## config.mk

```make
export PLATFORM = sky130hd
export DESIGN_NAME = lcb_core
export DESIGN_NICKNAME = d
export VERILOG_FILES = /design/src/lcb_pkg.sv /design/src/lcb_core.sv
export VERILOG_INCLUDE_DIRS = /design/src /design/src/src
export SDC_FILE = /design/constraint.sdc
export NUM_CORES = 1
export LEC_CHECK = 0
export CAP_MARGIN = 20
export CORE_ASPECT_RATIO = 0.5
export CORE_UTILIZATION = 60
export CTS_CLUSTER_SIZE = 40
export DETAILED_ROUTE_END_ITERATION = 8
export DONT_BUFFER_PORTS = 1
export PLACE_DENSITY_LB_ADDON = 0.05
export SLEW_MARGIN = 15
export SYNTH_ARGS = -nofsm -noshare
export SYNTH_HDL_FRONTEND = slang
export SYNTH_SLANG_ARGS = --single-unit
```

## constraint.sdc

```tcl
create_clock -name clk_i -period 4.97 [get_ports clk_i]
set_input_delay 0 -clock clk_i [delete_from_list [all_inputs] [get_ports clk_i]]
set_output_delay 0 -clock clk_i [all_outputs]
set_load 0.01 [all_outputs]
```

## src/lcb_consts.svh

```systemverilog
// command opcodes, field positions, reset values and timing ratios
// assumes inclusion by the command/blink timing block and its bench
`ifndef LCB_CONSTS_SVH
`define LCB_CONSTS_SVH
`define LCB_CONT_BIT 7
`define LCB_PTR_MAX 6'h27
`define LCB_OP_SEL 5'h18
`define LCB_OP_BANK 5'h1E
`define LCB_OP_BLINK 4'hE
`define LCB_OP_MODE 2'h2
`define LCB_MODE_EN_BIT 3
`define LCB_MODE_BIAS_BIT 2
`define LCB_BANK_IN_BIT 1
`define LCB_BANK_OUT_BIT 0
`define LCB_BLINK_AB_BIT 2
`define LCB_FRAME_DIV 24
`define LCB_BLINK_DIV1 768
`define LCB_BLINK_DIV2 1536
`define LCB_BLINK_DIV3 3072
`define LCB_RST_MODE 2'h1
`endif

```

## src/lcb_pkg.sv

```systemverilog
// types shared by the command and blink timing block
// assumes the constants header is included beside it
package lcb_pkg;
    typedef enum logic [1:0] {
        LCB_DRV_MUX4 = 2'b00,
        LCB_DRV_STATIC = 2'b01,
        LCB_DRV_MUX2 = 2'b10,
        LCB_DRV_MUX3 = 2'b11
    } lcb_drive_e;
    typedef enum logic [0:0] {
        LCB_ST_CMD = 1'b0,
        LCB_ST_DATA = 1'b1
    } lcb_state_e;
endpackage

```

## src/lcb_core.sv

```systemverilog
// command decoder, clock select, frame timing and blink generator
// assumes bytes arrive decoded from the serial bus as one-cycle strobes
`timescale 1ns/10ps
`default_nettype none
`include "lcb_consts.svh"

// Function
// bit6 clear loads six-bit ram pointer; host keeps it 0..39
// opcode 11000 loads two-bit subaddress counter
// bank bit1 picks input rows, low or upper pair
// bank bit0 picks output rows, low or upper pair
// bank command ignored in 1:3 and 1:4 modes
// opcode 1110 is blink; bit2 picks alternate-bank blinking
// two low bits pick off or clock/768, /1536, /3072
// 1:3 and 1:4 modes always use normal blinking
// alternate-bank blinking swaps output bank at blink rate
// oscillator enable low runs internal clock, driven out on pin
// oscillator enable high takes clock pin as input
// system must keep a clock running at all times
// frame signal runs at selected clock over 24
// cascaded drivers align frames through shared sync pin
// host may blink at other rates by toggling display enable
// bit7 set means next byte is command, clear means data follows
// drive mode 01 static, 10 1:2, 11 1:3, 00 1:4
// normal blink blanks alternate half-periods, known phase at reset
module lcb_core #(
    parameter int FRAME_DIV = `LCB_FRAME_DIV
) (
    input wire logic clk_i,
    input wire logic reset_n_i,
    input wire logic byte_valid_i,
    input wire logic [7:0] byte_i,
    input wire logic xfer_start_i,
    input wire logic osc_enable_pin_i,
    input wire logic osc_tick_i,
    input wire logic clk_pin_i,
    output logic clk_pin_o,
    output logic clk_pin_oe_o,
    input wire logic sync_n_i,
    output logic sync_n_o,
    output logic sync_n_oe_o,
    output logic data_byte_o,
    output logic [5:0] ram_ptr_o,
    output logic [1:0] subaddr_o,
    output lcb_pkg::lcb_drive_e drive_mode_o,
    output logic display_en_o,
    output logic bias_half_o,
    output logic in_bank_o,
    output logic out_bank_o,
    output logic bank_blink_sel_o,
    output logic [1:0] blink_rate_sel_o,
    output logic frame_tick_o,
    output logic blank_o
);
    import lcb_pkg::*;

    // ==========================================================
    // pin synchronisers
    logic [1:0] osc_sync_q;
    logic [2:0] clk_sync_q;
    logic [2:0] sync_sync_q;
    always_ff @(posedge clk_i or negedge reset_n_i) begin
        if (!reset_n_i) begin
            osc_sync_q <= 2'h0;
            clk_sync_q <= 3'h0;
            sync_sync_q <= 3'h7;
        end else begin
            osc_sync_q <= {osc_sync_q[0], osc_enable_pin_i};
            clk_sync_q <= {clk_sync_q[1:0], clk_pin_i};
            sync_sync_q <= {sync_sync_q[1:0], sync_n_i};
        end
    end

    // ==========================================================
    // clock source select
    logic ext_sel;
    logic lcd_tick;
    always_comb begin
        ext_sel = osc_sync_q[1];
        // rising edge of the external clock, read past the sync stages
        if (ext_sel) begin
            lcd_tick = clk_sync_q[1] & ~clk_sync_q[2];
        end else begin
            lcd_tick = osc_tick_i;
        end
    end

    logic clk_out_d, clk_out_q;
    always_comb begin
        // one pin rise per oscillator tick keeps cascaded drivers on the
        // same rate; ticks must be two or more cycles apart to show edges
        clk_out_d = osc_tick_i;
    end
    always_ff @(posedge clk_i or negedge reset_n_i) begin
        if (!reset_n_i) begin
            clk_out_q <= 1'b0;
        end else begin
            clk_out_q <= clk_out_d;
        end
    end
    assign clk_pin_o = clk_out_q;
    assign clk_pin_oe_o = ~ext_sel;

    // ==========================================================
    // command decoder
    lcb_state_e st_q, st_d;
    logic [5:0] ptr_q, ptr_d;
    logic [1:0] sub_q, sub_d;
    logic [1:0] mode_q, mode_d;
    logic en_q, en_d, bias_q, bias_d;
    logic inb_q, inb_d, outb_q, outb_d;
    logic ab_q, ab_d;
    logic [1:0] bf_q, bf_d;
    logic mux34;
    always_comb begin
        st_d = st_q;
        ptr_d = ptr_q;
        sub_d = sub_q;
        mode_d = mode_q;
        en_d = en_q;
        bias_d = bias_q;
        inb_d = inb_q;
        outb_d = outb_q;
        ab_d = ab_q;
        bf_d = bf_q;
        mux34 = (mode_q == LCB_DRV_MUX3) || (mode_q == LCB_DRV_MUX4);
        if (xfer_start_i) begin
            st_d = LCB_ST_CMD;
        end else if (byte_valid_i && st_q == LCB_ST_CMD) begin
            if (!byte_i[`LCB_CONT_BIT]) begin
                st_d = LCB_ST_DATA;
            end
            if (!byte_i[6]) begin
                ptr_d = byte_i[5:0];
            end else if (byte_i[6:5] == `LCB_OP_MODE) begin
                en_d = byte_i[`LCB_MODE_EN_BIT];
                bias_d = byte_i[`LCB_MODE_BIAS_BIT];
                mode_d = byte_i[1:0];
            end else if (byte_i[6:2] == `LCB_OP_SEL) begin
                sub_d = byte_i[1:0];
            end else if (byte_i[6:2] == `LCB_OP_BANK) begin
                if (!mux34) begin
                    inb_d = byte_i[`LCB_BANK_IN_BIT];
                    outb_d = byte_i[`LCB_BANK_OUT_BIT];
                end
            end else if (byte_i[6:3] == `LCB_OP_BLINK) begin
                ab_d = byte_i[`LCB_BLINK_AB_BIT];
                bf_d = byte_i[1:0];
            end
        end
    end
    always_ff @(posedge clk_i or negedge reset_n_i) begin
        if (!reset_n_i) begin
            st_q <= LCB_ST_CMD;
            ptr_q <= 6'h00;
            sub_q <= 2'h0;
            mode_q <= `LCB_RST_MODE;
            en_q <= 1'b0;
            bias_q <= 1'b0;
            inb_q <= 1'b0;
            outb_q <= 1'b0;
            ab_q <= 1'b0;
            bf_q <= 2'h0;
        end else begin
            st_q <= st_d;
            ptr_q <= ptr_d;
            sub_q <= sub_d;
            mode_q <= mode_d;
            en_q <= en_d;
            bias_q <= bias_d;
            inb_q <= inb_d;
            outb_q <= outb_d;
            ab_q <= ab_d;
            bf_q <= bf_d;
        end
    end
    // data strobe is a handshake-style output, so combinational
    assign data_byte_o = byte_valid_i & (st_q == LCB_ST_DATA) & ~xfer_start_i;
    assign ram_ptr_o = ptr_q;
    assign subaddr_o = sub_q;
    assign drive_mode_o = lcb_drive_e'(mode_q);
    assign display_en_o = en_q;
    assign bias_half_o = bias_q;
    assign in_bank_o = inb_q;
    assign bank_blink_sel_o = ab_q;
    assign blink_rate_sel_o = bf_q;

    // ==========================================================
    // frame and blink timing; two counters on the same tick keep rates locked
    localparam int FW = $clog2(FRAME_DIV);
    // half of the fastest blink period; slower rates double it
    localparam int PW = $clog2(`LCB_BLINK_DIV1 / 2);
    logic [FW-1:0] fcnt_q, fcnt_d;
    logic [PW-1:0] bpre_q, bpre_d;
    logic [2:0] bhalf_q, bhalf_d;
    logic frame_q, frame_d;
    logic sync_out_d, sync_out_q;
    logic [1:0] own_q, own_d;
    logic sync_fall;
    logic half_lo;
    always_comb begin
        fcnt_d = fcnt_q;
        bpre_d = bpre_q;
        bhalf_d = bhalf_q;
        frame_d = 1'b0;
        sync_out_d = sync_out_q;
        own_d = {own_q[0], sync_out_q};
        // only a fall we did not cause restarts the frame; own_q delays
        // our own pull so that it lines up with the synchroniser
        sync_fall = ~sync_sync_q[1] & sync_sync_q[2] & own_q[1];
        if (sync_fall) begin
            fcnt_d = '0;
        end else if (lcd_tick) begin
            if (fcnt_q == FW'(FRAME_DIV - 1)) begin
                fcnt_d = '0;
                frame_d = 1'b1;
            end else begin
                fcnt_d = fcnt_q + 1'b1;
            end
            if (bpre_q == PW'(`LCB_BLINK_DIV1 / 2 - 1)) begin
                bpre_d = '0;
                bhalf_d = bhalf_q + 3'h1;
            end else begin
                bpre_d = bpre_q + 1'b1;
            end
            if (fcnt_q == '0) begin
                sync_out_d = 1'b0;
            end else begin
                sync_out_d = 1'b1;
            end
        end
        // each bit of the half-period count flips at one blink rate
        unique case (bf_q)
            2'h1: half_lo = bhalf_q[0];
            2'h2: half_lo = bhalf_q[1];
            2'h3: half_lo = bhalf_q[2];
            2'h0: half_lo = 1'b0;
        endcase
    end
    always_ff @(posedge clk_i or negedge reset_n_i) begin
        if (!reset_n_i) begin
            fcnt_q <= '0;
            bpre_q <= '0;
            bhalf_q <= 3'h0;
            frame_q <= 1'b0;
            sync_out_q <= 1'b1;
            own_q <= 2'h3;
        end else begin
            fcnt_q <= fcnt_d;
            bpre_q <= bpre_d;
            bhalf_q <= bhalf_d;
            frame_q <= frame_d;
            sync_out_q <= sync_out_d;
            own_q <= own_d;
        end
    end
    assign frame_tick_o = frame_q;
    // open-drain style: drive only while pulling low
    assign sync_n_o = 1'b0;
    assign sync_n_oe_o = ~sync_out_q;

    logic alt_mode;
    assign alt_mode = ab_q & ~mux34;
    assign out_bank_o = outb_q ^ (alt_mode & half_lo);
    assign blank_o = ~en_q | (~alt_mode & half_lo);
endmodule
`default_nettype wire

```

==> impl_metrics.env <==
export IMPL_timing_final_setup_violations=0
export IMPL_async_flop_share_pct=100
export IMPL_gp_congestion=0.812
export IMPL_power_switching_w=0.000296
export IMPL_design_die_area_um2=3670
export IMPL_rsz0062_at_grt="no"
export IMPL_drt_first_pass_iters=7
export IMPL_insertedDiodeCount=0
export IMPL_clock_tree_htree_level_count=2
export IMPL_final_core_utilization_pct=76.0
export IMPL_setup_tns_ps=0
export IMPL_run_status="completed"
export IMPL_first_global_vias=1349
export IMPL_synth_ff_type="sky130_fd_sc_hd__dfrtp_1"
export IMPL_crit_type="reg2reg"
export IMPL_placement_io_buffers=0
export IMPL_postSynthRegisterBits=48
export IMPL_met1_usage_pct=28.7
export IMPL_start_kind="flip-flop"
export IMPL_area_of_all_placed_cells_without_fillers_um2=2370
export IMPL_cp_data_required_time_ps=5150
export IMPL_min_period_over_period_pct=37.9
export IMPL_globalRoute_busiestLayer="met2"
export IMPL_share_seq_of_total_power_pct=53.9
export IMPL_nFillCells=198
export IMPL_synth_sequential_area_ratio_pct=59.1
export IMPL_arrival_time_of_data_at_the_critical_path_endpoint_ps=2070
export IMPL_hp_class="in2reg"
export IMPL_worst_ir_drop_vdd_mv=0.201
export IMPL_fp_dieW_um=84.6
export IMPL_comb_power_share_pct=15.4
export IMPL_remaining_drc_errors=0
export IMPL_routed_via_density=5.62
export IMPL_grt_start_max_net_pins=49
export IMPL_floorplan_core_area_um2=3120
export IMPL_route_antenna_remaining_nets=0
export IMPL_mapped_area_um2=2050
export IMPL_initial_utilization_pct=65.7
export IMPL_rows=14
export IMPL_clock_tree_from_tritoncts="built"
export IMPL_grt_first_pass_wirelength_um=6120
export IMPL_route_detailed_wl_per_inst_um=16.0
export IMPL_commonest_non_fill_non_tap_cells_in_the_layout="sky130_fd_sc_hd__dfrtp_1 (41), sky130_fd_sc_hd__mux2_2 (17), sky130_fd_sc_hd__nand2_1 (14)"
export IMPL_ioPinCount=40
export IMPL_syn2layout_area_growth_pct=15.8
export IMPL_total_leakage_power_nw=1.07
export IMPL_post_synth_inst_count=164
export IMPL_design_final_nets=202
export IMPL_synth_enable_flop_cells=0
export IMPL_final_hold_viol_count=0
export IMPL_clock_fmax_mhz=530
export IMPL_drtIter0Drc=44
export IMPL_place_area_um2=2080
export IMPL_grtUsageMet2_pct=36.7
export IMPL_ctsLongestPathBuffers=2
export IMPL_power_switching_fraction_pct=27.9
export IMPL_worst_setup_hold_path_clk_slew_ps=80
export IMPL_crit_fanout=7
export IMPL_final_layout_size_suffix_gt1_share_pct=20.8
export IMPL_grt_use_total_pct=22.4
export IMPL_cpPeakStageDelay_ps=450
export IMPL_avgSynthCellArea_um2=12.5
export IMPL_cp_end_kind="flip-flop"
export IMPL_postSynthNetCount=184
export IMPL_intPower_w=0.000767
export IMPL_dp_hpwl_um=2350
export IMPL_yosys_cell_types_count=36
export IMPL_cts_repair_resize_count=0
export IMPL_finalWorstPathRequiredPeriod_ps=1890
export IMPL_seqCellArea_um2=1210
export IMPL_use_met3_pct=8.17
export IMPL_final_cell_count_no_fill=223
export IMPL_numPlacedInstances=201
export IMPL_dieHeight_um=43.3
export IMPL_clockPowerShare_pct=30.7
export IMPL_crit_path_top_delay_cell="sky130_fd_sc_hd__dfrtp_1"
export IMPL_overflow_after_grt=0
export IMPL_overall_via_count_from_detail_route=1253
export IMPL_route_final_wire_length_um=3570
export IMPL_numClockSinks=48
export IMPL_crit_chain="ha_1 > nor2b_1 > nand4_1 > nor2_1 > mux2_2"
export IMPL_design_power_total_w=0.00106
export IMPL_final_common_cell="sky130_fd_sc_hd__dfrtp_1"
export IMPL_worst_clock_skew_ps=7.20
export IMPL_clock_insertion_delay_worst_skew_ps=290
export IMPL_multi_input_comb_area_um2=787
export IMPL_root_buffer="sky130_fd_sc_hd__clkbuf_8"
export IMPL_cap_violations=0
export IMPL_antenna_found_initial=0
export IMPL_report_final_slew_viol_count=0
export IMPL_power_density_nw_per_um2=448
export IMPL_ys_warn_count=0
export IMPL_tritoncts_num_buffers=5
## flip-flops by register name, indices dropped and copies added (netlist names), 3 cells and up
register     count
bhalf_q          3
bpre_q           9
clk_sync_q       3
fcnt_q           5
ram_ptr_o        6
sync_sync_q      3
## worst max-delay path: cells and delay by family (launching register included)
| family | cells | cell delay (ps) |
|---|---|---|
| AND/OR/NAND/NOR | 3 | 690 |
| adder cells (fa/ha/maj) | 1 | 280 |
| flip-flops | 1 | 450 |
| multiplexers | 1 | 360 |
## layer usage
layer / up-vias / routed length, µm / part of all wire (%)
met5: - / 0 / 0
met2: 33 / 1630 / 46
met1: 611 / 1690 / 47
met4: 0 / 20 / 0.56
met3: 4 / 222 / 6.2
li1: 605 / - / -
## cells in the mapped netlist (all sizes together), types with 3 or more instances
master	n	share of area (%)
dfrtp	41	50
nand2	14	2.6
mux2i	3	1.5
nand3	7	1.7
xor2	5	2.1
mux2	19	11
dfstp	7	9.0
xnor2	4	1.7
o21ai	6	1.5
nor3	3	0.98
nor2	5	0.92
nand2b	3	0.92
ha	4	2.4
nand4	5	1.5
buf	3	0.86
inv	9	1.6
a21oi	3	0.73
nor2b	5	1.5
## cell type report
cell class,count,area share [%]
flip-flops and latches,48,51.0
clock inverters,2,2.53
repair buffers,14,6.65
clock buffers,6,3.06
inverters,9,1.42
multi-input cells,104,33.2
well taps,40,2.11
## cell families after synthesis
kind of cell / count (synthesis) / synth area share [%]
simple gates: 52 / 14.5
flops: 48 / 59.1
mux: 22 / 12.3
compound gates: 16 / 5.13
buf+inv: 12 / 2.50
xor+xnor: 9 / 3.85
fa+ha+maj: 4 / 2.44
other cells: 1 / 0.183
## through the flow
step	setup slack (ps)	hold slack [ps]
2_1_floorplan	3340	-296
3_3_place_gp	3240	-295
3_5_place_dp	3160	-295
4_1_cts	3110	12.0
5_1_grt	2910	18.5
6_report	3080	17.5
## worst paths after layout
path                                start             end  slack [ps]  cells past startpoint
max                             bpre_q[0]      bhalf_q[1]        3080                      5
min                             byte_i[6]    ram_ptr_o[3]          20                      2
max in group asynchronous       reset_n_i  sync_sync_q[0]        4490                      2
max reg2reg                     bpre_q[0]      bhalf_q[1]        3080                      5
min reg2reg                sync_sync_q[0]  sync_sync_q[1]         360                      0
min in group asynchronous       reset_n_i       bpre_q[6]         210                      2
## what timing repair did
action                    4_1_cts  5_1_grt
buffers inserted                0        0
hold buffers                   14        0
hold endpoints to repair       70        0
## power by group through the flow
stage / combinational (W) / clock [W] / sequential [W]
2_1_floorplan: 0.000125 / 0 / 0.000555
3_3_place_gp: 0.000139 / 0 / 0.000572
3_5_place_dp: 0.000144 / 0 / 0.000578
4_1_cts: 0.000166 / 0.000331 / 0.000572
5_1_grt: 0.000189 / 0.000343 / 0.000585
6_report: 0.000164 / 0.000326 / 0.000573
No activity file was read; power rests on OpenSTA's default activity.
